**src/hdl/cfg_loader_pkg.sv**
```systemverilog
// Purpose: Shared constants for the configuration memory output control block
// Assumes: 32-bit AHB-Lite register access, word aligned
// Notes: Offsets are byte addresses
package cfg_loader_pkg;

    // ----------------------------------------
    // Register offsets
    // ----------------------------------------
    localparam logic [7:0] CTRL_OFS = 8'h00;
    localparam logic [7:0] STAT_OFS = 8'h04;
    localparam logic [7:0] REV_OFS = 8'h10;
    localparam int REV_COUNT = 4;

    // ----------------------------------------
    // Control fields
    // ----------------------------------------
    localparam int CTRL_PAR_VARIANT = 0;
    localparam int CTRL_REV_EN = 1;
    localparam int CTRL_PAR_OUT = 2;
    localparam int CTRL_DECOMP = 3;
    localparam int CTRL_REV_SEL_LSB = 4;
    localparam int REV_SEL_W = 2;
    localparam logic [31:0] CTRL_RESET = 32'h0000_0000;

    // ----------------------------------------
    // Revision table fields: start low half, end high half
    // ----------------------------------------
    localparam int REV_START_LSB = 0;
    localparam int REV_END_LSB = 16;
    localparam logic [31:0] REV_RESET = 32'h0000_0000;

    // ----------------------------------------
    // Status fields
    // ----------------------------------------
    localparam int STAT_ADDR_LSB = 0;
    localparam int STAT_CASCADE = 16;
    localparam int STAT_DATA_OE = 17;
    localparam int STAT_STANDBY = 18;
    localparam int STAT_HELD = 19;

    // ----------------------------------------
    // AHB encodings
    // ----------------------------------------
    localparam logic [1:0] HTRANS_NONSEQ = 2'b10;
    localparam logic [1:0] HTRANS_SEQ = 2'b11;

endpackage : cfg_loader_pkg

```
**src/hdl/config_prom_output_control.sv**
```systemverilog
// Purpose: Address counter and output control of a configuration memory
// Assumes: Pins are asynchronous to hclk; memory word for mem_addr arrives on mem_data
// Notes: Configuration clock is sampled, so it must be well below hclk/4
//
// Functional notes
// - Select high means standby: counter reset, cascade high, other outputs floated.
// - Serial variant counts to last address, then holds, floats data, cascade low.
// - Terminal count is the highest address of the array.
// - Parallel variant counts below last and end address; stops with outputs floated.
// - With revisioning, the end address is the selected revision's last address.
// - Busy honoured only for parallel uncompressed output; holds address, outputs active.
// - With revisioning, pulse resets to bank start; held reset floats data and clock.
// - Without revisioning every address reset returns the counter to zero.
//
// Design decisions made here: the register addresses and the AHB-Lite interface to the registers.
`timescale 1ns/1ps
module config_prom_output_control
    import cfg_loader_pkg::*;
#(
    parameter int ADDR_W = 16,
    parameter int DATA_W = 8
) (
    input wire logic hclk,
    input wire logic hresetn,
    input wire logic hsel,
    input wire logic [31:0] haddr,
    input wire logic [1:0] htrans,
    input wire logic hwrite,
    input wire logic [2:0] hsize,
    input wire logic [31:0] hwdata,
    input wire logic hready,
    output logic hreadyout,
    output logic hresp,
    output logic [31:0] hrdata,
    input wire logic ce_n,
    input wire logic oe_reset_n,
    input wire logic config_pulse_n,
    input wire logic busy,
    input wire logic config_clk,
    output logic [ADDR_W-1:0] mem_addr,
    input wire logic [DATA_W-1:0] mem_data,
    output logic [DATA_W-1:0] data_out,
    output logic data_oe,
    output logic clock_output,
    output logic clock_output_oe,
    output logic cascade_select_out_n
);
    localparam logic [ADDR_W-1:0] LAST_ADDRESS_COUNT = '1;

    // ----------------------------------------
    // Pin synchronisers
    // ----------------------------------------
    logic [4:0] pins_s;
    logic ce_n_s, oe_s, cf_n_s, busy_s, cclk_s;

    pin_sync #(.WIDTH(5), .RESET_VAL(5'h07)) u_sync (
        .hclk(hclk),
        .hresetn(hresetn),
        .pin_in({config_clk, busy, config_pulse_n, oe_reset_n, ce_n}),
        .pin_sync_out(pins_s)
    );
    assign {cclk_s, busy_s, cf_n_s, oe_s, ce_n_s} = pins_s;

    // ----------------------------------------
    // Register file
    // ----------------------------------------
    logic [31:0] ctrl_q, ctrl_d;
    logic [31:0] rev_q [REV_COUNT];
    logic [31:0] rev_d [REV_COUNT];
    logic [31:0] hrdata_q, hrdata_d;
    logic wr_pend_q, wr_pend_d;
    logic [7:0] wr_ofs_q, wr_ofs_d;
    logic [31:0] status;
    logic [31:0] rd_val;
    logic take;

    assign take = hsel && hready && (htrans == HTRANS_NONSEQ || htrans == HTRANS_SEQ);

    // Byte offset of one revision table entry, shared by read and write decode
    function automatic logic [7:0] rev_ofs(input int idx);
        return REV_OFS + 8'(4 * idx);
    endfunction : rev_ofs

    always_comb begin
        rd_val = 32'h0000_0000;
        if (haddr[7:0] == CTRL_OFS) begin
            rd_val = ctrl_q;
        end else if (haddr[7:0] == STAT_OFS) begin
            rd_val = status;
        end
        for (int i = 0; i < REV_COUNT; i++) begin
            if (haddr[7:0] == rev_ofs(i)) begin
                rd_val = rev_q[i];
            end
        end
    end

    always_comb begin
        ctrl_d = ctrl_q;
        rev_d = rev_q;
        hrdata_d = hrdata_q;
        wr_pend_d = take && hwrite;
        wr_ofs_d = take ? haddr[7:0] : wr_ofs_q;
        if (take && !hwrite) begin
            hrdata_d = rd_val;
        end
        if (wr_pend_q) begin
            if (wr_ofs_q == CTRL_OFS) begin
                ctrl_d = hwdata;
            end
            for (int i = 0; i < REV_COUNT; i++) begin
                if (wr_ofs_q == rev_ofs(i)) begin
                    rev_d[i] = hwdata;
                end
            end
        end
    end

    always_ff @(posedge hclk or negedge hresetn) begin
        if (!hresetn) begin
            ctrl_q <= CTRL_RESET;
            for (int i = 0; i < REV_COUNT; i++) begin
                rev_q[i] <= REV_RESET;
            end
            hrdata_q <= 32'h0000_0000;
            wr_pend_q <= 1'b0;
            wr_ofs_q <= 8'h00;
        end else begin
            ctrl_q <= ctrl_d;
            rev_q <= rev_d;
            hrdata_q <= hrdata_d;
            wr_pend_q <= wr_pend_d;
            wr_ofs_q <= wr_ofs_d;
        end
    end

    // Zero wait states; every access answers OKAY
    assign hreadyout = 1'b1;
    assign hresp = 1'b0;
    assign hrdata = hrdata_q;

    // ----------------------------------------
    // Counter control
    // ----------------------------------------
    logic par, rev_en, busy_honor;
    logic [REV_SEL_W-1:0] rev_sel;
    logic [ADDR_W-1:0] bank_start, end_addr, reset_base;
    logic held_reset, pulse_reset, cclk_prev_q, cclk_rise;
    logic [ADDR_W-1:0] addr_q, addr_d;
    logic [DATA_W-1:0] data_q, data_d;
    logic data_oe_q, data_oe_d, clk_q, clk_d, clk_oe_q, clk_oe_d, casc_q, casc_d;

    assign par = ctrl_q[CTRL_PAR_VARIANT];
    assign rev_en = par && ctrl_q[CTRL_REV_EN];
    assign busy_honor = par && ctrl_q[CTRL_PAR_OUT] && !ctrl_q[CTRL_DECOMP];
    assign rev_sel = ctrl_q[CTRL_REV_SEL_LSB +: REV_SEL_W];
    assign bank_start = rev_q[rev_sel][REV_START_LSB +: ADDR_W];
    assign end_addr = rev_en ? rev_q[rev_sel][REV_END_LSB +: ADDR_W] : LAST_ADDRESS_COUNT;
    assign reset_base = rev_en ? bank_start : '0;
    assign held_reset = ce_n_s || !oe_s;
    assign pulse_reset = par && !cf_n_s;
    assign cclk_rise = cclk_s && !cclk_prev_q;

    always_comb begin
        addr_d = addr_q;
        casc_d = 1'b1;
        data_oe_d = 1'b0;
        clk_oe_d = 1'b0;
        data_d = mem_data;
        clk_d = cclk_s;
        if (held_reset) begin
            addr_d = reset_base;
        end else if (pulse_reset) begin
            addr_d = reset_base;
            data_oe_d = 1'b1;
            clk_oe_d = 1'b1;
        end else if (par && busy_honor && busy_s) begin
            data_oe_d = 1'b1;
            clk_oe_d = 1'b1;
            data_d = data_q;
        end else if (addr_q == LAST_ADDRESS_COUNT) begin
            casc_d = 1'b0;
        end else if (par && addr_q == end_addr) begin
            casc_d = 1'b1;
        end else begin
            data_oe_d = 1'b1;
            clk_oe_d = par;
            if (cclk_rise) begin
                addr_d = addr_q + 1'b1;
            end
        end
    end

    always_ff @(posedge hclk or negedge hresetn) begin
        if (!hresetn) begin
            addr_q <= '0;
            data_q <= '0;
            data_oe_q <= 1'b0;
            clk_q <= 1'b0;
            clk_oe_q <= 1'b0;
            casc_q <= 1'b1;
            cclk_prev_q <= 1'b0;
        end else begin
            addr_q <= addr_d;
            data_q <= data_d;
            data_oe_q <= data_oe_d;
            clk_q <= clk_d;
            clk_oe_q <= clk_oe_d;
            casc_q <= casc_d;
            cclk_prev_q <= cclk_s;
        end
    end

    assign mem_addr = addr_q;
    assign data_out = data_q;
    assign data_oe = data_oe_q;
    assign clock_output = clk_q;
    assign clock_output_oe = clk_oe_q;
    assign cascade_select_out_n = casc_q;

    always_comb begin
        status = 32'h0000_0000;
        status[STAT_ADDR_LSB +: ADDR_W] = addr_q;
        status[STAT_CASCADE] = casc_q;
        status[STAT_DATA_OE] = data_oe_q;
        status[STAT_STANDBY] = ce_n_s;
        status[STAT_HELD] = held_reset;
    end

    // ----------------------------------------
    // Assertions
    // ----------------------------------------
    a_standby_outputs: assert property (@(posedge hclk) disable iff (!hresetn)
        ce_n_s |=> casc_q && !data_oe_q && !clk_oe_q && addr_q == $past(reset_base))
        else $error("standby did not reset counter or float outputs");

    a_serial_inc: assert property (@(posedge hclk) disable iff (!hresetn)
        (!par && !held_reset && cclk_rise && addr_q != LAST_ADDRESS_COUNT)
        |=> addr_q == $past(addr_q) + 1'b1 && data_oe_q)
        else $error("serial counter did not advance by one");

    a_serial_tc_hold: assert property (@(posedge hclk) disable iff (!hresetn)
        (!par && !held_reset && addr_q == LAST_ADDRESS_COUNT)
        |=> !casc_q && !data_oe_q && addr_q == LAST_ADDRESS_COUNT)
        else $error("serial terminal count not held");

    a_tc_value: assert property (@(posedge hclk) disable iff (!hresetn)
        (!held_reset && !pulse_reset && !(busy_honor && busy_s) && !casc_d)
        |-> addr_q == LAST_ADDRESS_COUNT)
        else $error("cascade handed over below terminal count");

    a_end_stop: assert property (@(posedge hclk) disable iff (!hresetn)
        (par && !held_reset && !pulse_reset && !(busy_honor && busy_s) && addr_q == end_addr
        && addr_q != LAST_ADDRESS_COUNT) [*2] |=> $stable(addr_q) && casc_q && !data_oe_q
        && !clk_oe_q)
        else $error("end address did not stop counting");

    a_busy_hold: assert property (@(posedge hclk) disable iff (!hresetn)
        (busy_honor && busy_s && !held_reset && !pulse_reset)
        |=> $stable(addr_q) && data_oe_q && clk_oe_q)
        else $error("busy did not hold address with outputs active");

    a_pulse_reset: assert property (@(posedge hclk) disable iff (!hresetn)
        (rev_en && !held_reset && pulse_reset) |=> addr_q == $past(bank_start) && data_oe_q)
        else $error("pulse did not reset to bank start");

    a_held_float: assert property (@(posedge hclk) disable iff (!hresetn)
        held_reset |=> !data_oe_q && !clk_oe_q && casc_q)
        else $error("held reset did not float outputs");

    a_norev_zero: assert property (@(posedge hclk) disable iff (!hresetn)
        (!rev_en && (held_reset || pulse_reset)) |=> addr_q == '0)
        else $error("address reset without revisioning not zero");

endmodule : config_prom_output_control

```
**src/hdl/pin_sync.sv**
```systemverilog
// Purpose: Two-flop synchroniser for asynchronous pin inputs
// Assumes: Inputs are independent levels
// Notes: First stage is read only by the second stage
`timescale 1ns/1ps
module pin_sync #(
    parameter int WIDTH = 1,
    parameter logic [WIDTH-1:0] RESET_VAL = '0
) (
    input wire logic hclk,
    input wire logic hresetn,
    input wire logic [WIDTH-1:0] pin_in,
    output logic [WIDTH-1:0] pin_sync_out
);
    logic [WIDTH-1:0] meta_q;
    logic [WIDTH-1:0] sync_q;

    always_ff @(posedge hclk or negedge hresetn) begin
        if (!hresetn) begin
            meta_q <= RESET_VAL;
            sync_q <= RESET_VAL;
        end else begin
            meta_q <= pin_in;
            sync_q <= meta_q;
        end
    end

    assign pin_sync_out = sync_q;
endmodule : pin_sync
```
**config.mk**
```make
export PLATFORM = sky130hd
export DESIGN_NAME = config_prom_output_control
export DESIGN_NICKNAME = d
export VERILOG_FILES = /design/src/hdl/cfg_loader_pkg.sv /design/src/hdl/config_prom_output_control.sv /design/src/hdl/pin_sync.sv
export SDC_FILE = /design/constraint.sdc
export NUM_CORES = 1
export LEC_CHECK = 0
export BUFFER_PORTS_ARGS = -buffer_cell sky130_fd_sc_hd__buf_2
export CORE_MARGIN = 5
export CORE_UTILIZATION = 50
export CTS_CLUSTER_SIZE = 20
export DETAILED_ROUTE_END_ITERATION = 7
export GPL_TIMING_DRIVEN = 1
export PLACE_DENSITY = 0.73
export SYNTH_ARGS = -nofsm -noshare
export SYNTH_HDL_FRONTEND = slang
export SYNTH_HIERARCHICAL = 1
export SYNTH_SLANG_ARGS = --single-unit
export TNS_END_PERCENT = 20
```
**constraint.sdc**
```tcl
create_clock -name hclk -period 2.6 [get_ports hclk]
set_input_delay 0.13 -clock hclk [delete_from_list [all_inputs] [get_ports hclk]]
set_output_delay 0.13 -clock hclk [all_outputs]
set_load 0.05 [all_outputs]
```
==> Word-level counts from Yosys, hierarchy flattened <==
Cells that the tools add are included.
W data, S select, Z words.
{ "classes": {"n_addsub": 1, "n_lt_le_gt_ge": 1, "eq_ne": 16, "n_mux": 34, "n_bitwise": 1, "n_reduce_logical": 28} }
{ "ops": {"columns": ["op", "count"], "rows": [
  ["$mux W32", 7],
  ["$mux W16", 8],
  ["$bmux W32 S2", 1],
  ["$eq A8 B5 Y1 const B", 8],
  ["$mux W8", 3],
  ["$mux W20", 1],
  ["$add A16 B1 Y16 const B", 1],
  ["$eq A16 B16 Y1", 1],
  ["$eq A16 B16 Y1 const B", 1],
  ["$logic_not A8 Y1", 2],
  ["$mux W1", 14],
  ["$logic_and A1 B1 Y1", 12],
  ["$reduce_and A2 Y1", 5],
  ["$ne A3 B3 Y1 const B", 3],
  ["$eq A8 B3 Y1 const B", 1],
  ["$logic_not A1 Y1", 5],
  ["$eq A2 B2 Y1 const B", 2],
  ["$reduce_and A4 Y1", 1],
  ["$ge A3 B3 Y1 const B", 1],
  ["$not A2 Y3", 1],
  ["$reduce_bool A3 Y1", 1],
  ["$logic_or A1 B1 Y1", 2]
]} }
{ "totals": {"regBits": 239, "in_bits": 87} }

==> Depth between registers and ports, before layout <==
{ "depth": {"depth_word": 12, "mapped_depth": 12, "mapped_depth_nobuf": 8} }

==> Modules after synthesis <==
Netlist, hierarchy kept.
{ "by_module_without_submodules": {"columns": ["module", "instances", "cells_per_inst", "area_each_um2", "seq_area_each_um2"], "rows": [
  ["config_prom_output_control", 1, 927, 11547.3, 5731.7],
  ["pin_sync", 1, 10, 257.7, 257.7]
]} }

==> Least setup slack after synthesis <==
Ideal clock, no wire load.
{ "synth_path": {"kind": "reg-to-reg", "startpoint": "reg addr_q[6], in the netlist mem_addr[6]", "endpoint": "reg addr_q[10], in the netlist mem_addr[10]", "setup_time_ps": 124, "arrival_ps": 2622, "slack_ps": -146, "path_stages_with_launch": 12, "synth_period_minus_slack_ps": 2746, "cell_sequence": "dfrtp_1 -> clkbuf_1 -> and3_1 -> nand4_1 -> nand2b_1 -> nor4_1 -> nor4bb_1 -> o21ai_2 -> buf_6 -> buf_12 -> nor3_2 -> a211o_1"} }
{ "synth_via": {"elab_chain_len": 7, "elab_cells_between_ends": 13} }
{ "synth_lines": {"columns": ["element", "line", "rtl"], "rows": [
  ["start, declared", "config_prom_output_control.sv:149", "logic [ADDR_W-1:0] addr_q, addr_d;"],
  ["start signal, assigned", "config_prom_output_control.sv:204", "addr_q <= addr_d;"],
  ["$add A16 B1 Y16", "config_prom_output_control.sv:189", "addr_d = addr_q + 1'b1;"],
  ["$mux W16", "config_prom_output_control.sv:188", "if (cclk_rise) begin"],
  ["$mux W16", "config_prom_output_control.sv:183", "end else if (par && addr_q == end_addr) begin"],
  ["$mux W16", "config_prom_output_control.sv:181", "end else if (addr_q == LAST_ADDRESS_COUNT) begin"],
  ["$mux W16", "config_prom_output_control.sv:177", "end else if (par && busy_honor && busy_s) begin"],
  ["$mux W16", "config_prom_output_control.sv:173", "end else if (pulse_reset) begin"],
  ["$mux W16", "config_prom_output_control.sv:171", "if (held_reset) begin"]
]} }
Parallel ways exist; a longest one is shown, timed or not. The select of a mux whose other input is x is not followed.
A chain may end at the register's enable or synchronous reset.

==> Worst setup path after layout <==
{ "layout_path": {"startpoint": "reg ctrl_q[4]", "endpoint": "reg addr_q[7], in the netlist mem_addr[7]"} }
{ "layout_via": {"elab_chain_len": 9, "elab_cells_between_ends": 12} }
{ "layout_lines": {"columns": ["element", "line", "rtl"], "rows": [
  ["start, declared", "config_prom_output_control.sv:67", "logic [31:0] ctrl_q, ctrl_d;"],
  ["start signal, assigned", "config_prom_output_control.sv:129", "ctrl_q <= ctrl_d;"],
  ["$not A2 Y3 (not written as such) *", "config_prom_output_control.sv:157, config_prom_output_control.sv:158", null],
  ["$bmux W32 S2 *", "config_prom_output_control.sv:157, config_prom_output_control.sv:158", null],
  ["$mux W32 (not written as such) * (2 in a row)", "config_prom_output_control.sv:158", "assign end_addr = rev_en ? rev_q[rev_sel][REV_END_LSB +: ADDR_W] : LAST_ADDRESS_COUNT;"],
  ["$mux W16", "config_prom_output_control.sv:158", null],
  ["$eq A16 B16 Y1", "config_prom_output_control.sv:183", null],
  ["$logic_and A1 B1 Y1", "config_prom_output_control.sv:183", null],
  ["$ne A3 B3 Y1 (no line)", null, null],
  ["$reduce_and A4 Y1 (no line)", null, null]
]} }
Every way passes the cells marked *; elsewhere a longest branch is shown, timed or not. The select of a mux whose other input is x is not followed.

==> results summary <==
The highest cell delay on the worst timing path is 560 ps. By area, the combinational part of the netlist is dominated by multiplexers. The end point of the critical path is mem_addr[7]. In this run, synthesis produced a sequential element count of 239. Counting flops with a built-in enable in the synthesized netlist gives 0.

The via count of the first global-routing pass came out at 9125. The number of clock buffers inserted by TritonCTS is 26. Across the VDD grid, the largest voltage drop is 0.5182 mV. TritonCTS built the clock tree. The number of hold violations in the final report came out at 0. The internal power is 6.780 mW. The buffer type at the clock tree root is clkbuf_16. The final net count is 1223. The worst setup path is launched from a flip-flop.

The first global-routing pass estimated 50390 µm of wire. Broken down by cell family, the worst path's largest delay share belongs to simple AND/OR/NAND/NOR gates. The pin slew with the least headroom to its limit is 870.9 ps. The die covers 26780 µm².

The number of clock sinks came out at 239. The final reports fail on negative setup slack. The count of endpoints failing setup in the final report came out at 17. In the routed design, unresolved DRC markers number 0. The largest total area in the synthesized netlist belongs to dfrtp_1. In this run the worst setup path begins at ctrl_q[4]. The most instantiated library cell after synthesis is dfrtp_1. The worst hold slack across all endpoints is 27.55 ps.

The adder and majority gate portion of the synthesized area came out at 0.1060%. The detail route stage leaves a number of antenna-violating nets equal to 0. Of the cells placed in the final design, the portion with a size suffix greater than 1 is 41.39%. The length of the first detailed-routing pass in iterations is 6.

Per report_power, the sequential group accounts for 44.8% of the total. The register area share after synthesis is 50.74%. The minimum clock period came out at 2800 ps.

Setup total negative slack on the finished layout was measured at -2174 ps. Setup repair after global routing could not meet its margin everywhere. The congestion estimate from routability-driven global placement came to 0.9105. The clock insertion delay at the later pin of the skew report came out at 530 ps.

For this design the total switching power over the nets is 2.333 mW. The prevailing post-synth register cell is dfrtp_1. Summed over all layers, the routed wires come to 31490 µm. The max-slew headroom at the worst pin came out at 41.94%. Synthesis produced 937 cells. The number of ports placed on the die boundary came out at 149.

After synthesis, the share of flip-flops with an asynchronous set or reset is 100.0%. The pin count of the biggest net entering global routing is 115. The endpoint required time on the critical path is 3000 ps. The cell row count came out at 56. The Yosys step of the flow raised 6 warnings. The width of the die came out at 163.7 µm.

Combinational logic is responsible for 13.8% of the overall power. The routed wirelength normalized by instance count came out at 21.35 µm. The count of max-cap constraint violations came out at 0. Once layout is complete, the utilization of the core stands at 62.42%. The number of antenna violations at the first check in global routing is 2.

The flow ran to the end, but the final reports show violations. In this run the critical register-to-register path is launched from ctrl_q[4]. The top-area cell type share of the netlist area is 49.18%. STA classifies the critical path endpoint as a flip-flop. The critical path arrival is 3200 ps.

The tightest min-delay check is of the in -> async type. The number of different library cells in the post-synthesis netlist is 59. By instance count, the cell type seen most on the critical path is buf_12.

The peak clock frequency supported by timing came out at 357.1 MHz. The die span in y is 163.7 µm. In this run the number of H-tree levels came out at 1. Traced cell by cell, the critical path runs through buf_12 -> mux4_2 -> xor2_1 -> or4_1 -> a22oi_2 -> nand4_2 -> o21ai_2 -> buf_12 -> buf_4 -> or3_1 -> nand3_1. By startpoint and endpoint, the worst setup path is classified as reg -> reg. The maximum fanout count along the critical path is 28. In this run the power density over the cells is 625.7 nW/µm². Counting both buffers and inverters, the worst setup path holds a total of 3. Measured against the total synthesized area, the mux share comes to 26.84%.

The iteration-0 DRC count of the detailed router came out at 765. The static power due to leakage came out at 6.518 nW. The total number of vias is 8797. The placed wire-length estimate after detailed placement came out at 20850 µm.

The final-report max-slew violation count is 0. The setup check on the worst reg-to-reg path leaves a slack of -200 ps. Of the total power, the share spent switching nets is 25.60%. The synthesized netlist devotes 10.25% of its cell area to compound gates. Clock-pin slew was measured on the worst setup and hold paths at 60 ps. Among all stages on the critical path, the largest delay is contributed by mux4_2.

The total stage count of the critical path came out at 11. The count of buffers added on input and output ports is 118. The part of the total power dissipated in the clock network came out at 41.3%.

Across every metal layer, demand over resource in global routing totals 23.84%. No sink is reached through more buffers than the 3 on the longest clock path. Summing the areas of all xor and xnor instances in the mapped netlist gives 0.6677% of the synthesized area. The placeable core region came out at 23330 µm². The average footprint of a synthesized cell is 12.60 µm². Measured in cells, the most critical reg-to-reg path has a length of 11. Fill cells in the final layout number 1844. The cell area that synthesis handed to floorplanning was 11810 µm².

On the final layout, the worst clock skew is 10.24 ps. For this run the aggregate overflow at the end of global routing stands at 0. The effective utilization at floorplan came out at 50.60%. The average vias per placed instance came out at 5.964. In the post-synthesis netlist, the biggest area contributors are dfrtp_1 (49%), mux2_2 (17%), mux4_2 (8.8%).

The fraction of the mapped netlist area in simple logic gates came out at 8.151%. After layout, the worst setup slack is -200.1 ps. The final critical path takes up 107.7% of the cycle. Sorting the synthesized cells by how often they occur yields dfrtp_1 (232), mux2_2 (176), nand2_1 (78). The number of nets in the synthesized netlist is 1025. The post-synthesis to final-layout area growth came out at 23.37%.

The endpoint identified for the worst register-to-register timing path is mem_addr[7].
## stage by stage
step | total power [mW] | cell area [µm²] | std cells | setup slack (ps)
after floorplan | 4.871 | 11820 | 937 | -103.0
after global placement | 5.296 | 13130 | 1371 | -156.6
after detailed placement | 5.334 | 13130 | 1371 | -193.3
after CTS | 9.172 | 14540 | 1472 | -224.6
after global routing | 9.480 | 14560 | 1475 | -371.9
final | 9.113 | 14560 | 1475 | -200.1
## layout by cell type (no fill, tap or decap), types with 5 or more instances in the layout
master         netlist  layout
a21o_1               8       8
a21oi_1             14      14
a222oi_1             6       6
a22o_1              27      27
a22oi_1             15      15
a2bb2oi_1            5       5
a32oi_1              6       5
and2_1               7       7
buf_12               2       9
buf_2                2     117
buf_4                2      64
clkbuf_1            50       7
clkbuf_16            0      27
clkbuf_8             0       6
dfrtp_1            232     229
dfstp_2              7       7
dlygate4sd3_1        0      52
inv_1               10      10
mux2_2             176     176
mux2i_1             15      15
mux4_2              46      46
nand2_1             78      78
nand2b_1            18      16
nand3_1             19      18
nor2_1              19      18
nor3_1              10      10
nor4_1               8       8
o21ai_0             64      63
or4_1                8       8
xnor2_1              5       5
## kinds of logic after synthesis
kind of cell / count (synthesis)
fa+ha+maj: 1
other cells: 2
buf+inv: 83
simple gates: 192
xor+xnor: 9
mux: 237
compound gates: 174
flops: 239
## power by group through the flow
stage	Combinational [mW]	Clock, mW	Sequential, mW
after floorplan	0.637	0	4.23
after detailed placement	1.19	0	4.14
final	1.26	3.77	4.08
after global routing	1.36	4.01	4.11
after CTS	1.26	3.83	4.08
after global placement	1.16	0	4.14
## how the worst min path moves through the flow
| stage | endpoint | slack [ps] | cells past startpoint | start |
|---|---|---|---|---|
| floorplan | clock_output | -170 | 0 | hresetn |
| global placement | hrdata[14] | -20 | 1 | hresetn |
| detailed placement | hrdata[14] | -20 | 1 | hresetn |
| CTS | wr_ofs_q[3] | 1 | 2 | haddr[3] |
| global route | ctrl_q[13] | 30 | 2 | hresetn |
| finish | hrdata[14] | 30 | 2 | hresetn |
## flip-flops by register name, summed over array words and instances, names as in the netlist, 5 cells and up
signal,flops
mem_addr,16
u_sync/meta_q,5
ctrl_q,32
hrdata,32
data_out,8
wr_ofs_q,8
u_sync/pin_sync_out,5
rev_q,128
## layout make-up
cell class | instances | area (µm²) | share of cell area (%)
Sequential cell | 239 | 5993 | 41.15
Inverter | 10 | 37.54 | 0.2577
Clock inverter | 8 | 96.34 | 0.6615
Multi-Input combinational cell | 615 | 5469 | 37.55
Timing Repair Buffer | 243 | 1782 | 12.23
Clock buffer | 40 | 784.5 | 5.387
Antenna cell | 1 | 2.502 | 0.01718
Tap cell | 319 | 399.1 | 2.741
## what timing repair did
| item | in CTS | in global routing |
|---|---|---|
| setup endpoints to repair | 17 | 18 |
| resized for setup | 1 | 2 |
| endpoints found under the hold margin | 411 | 0 |
| hold buffers | 52 | 0 |
| pin swaps | 5 | 3 |
| setup buffers | 1 | 2 |
## layer usage
| metal | GRT usage, % | share of wire [%] | vias to the layer above |
|---|---|---|---|
| met5 | 0 | 0.060 | - |
| met4 | 7.587 | 3.2 | 2 |
| met3 | 3.911 | 5.5 | 67 |
| met2 | 39.72 | 50 | 293 |
| met1 | 32.18 | 42 | 4525 |
| li1 | - | - | 3910 |
(Power assumes the default switching activity.)
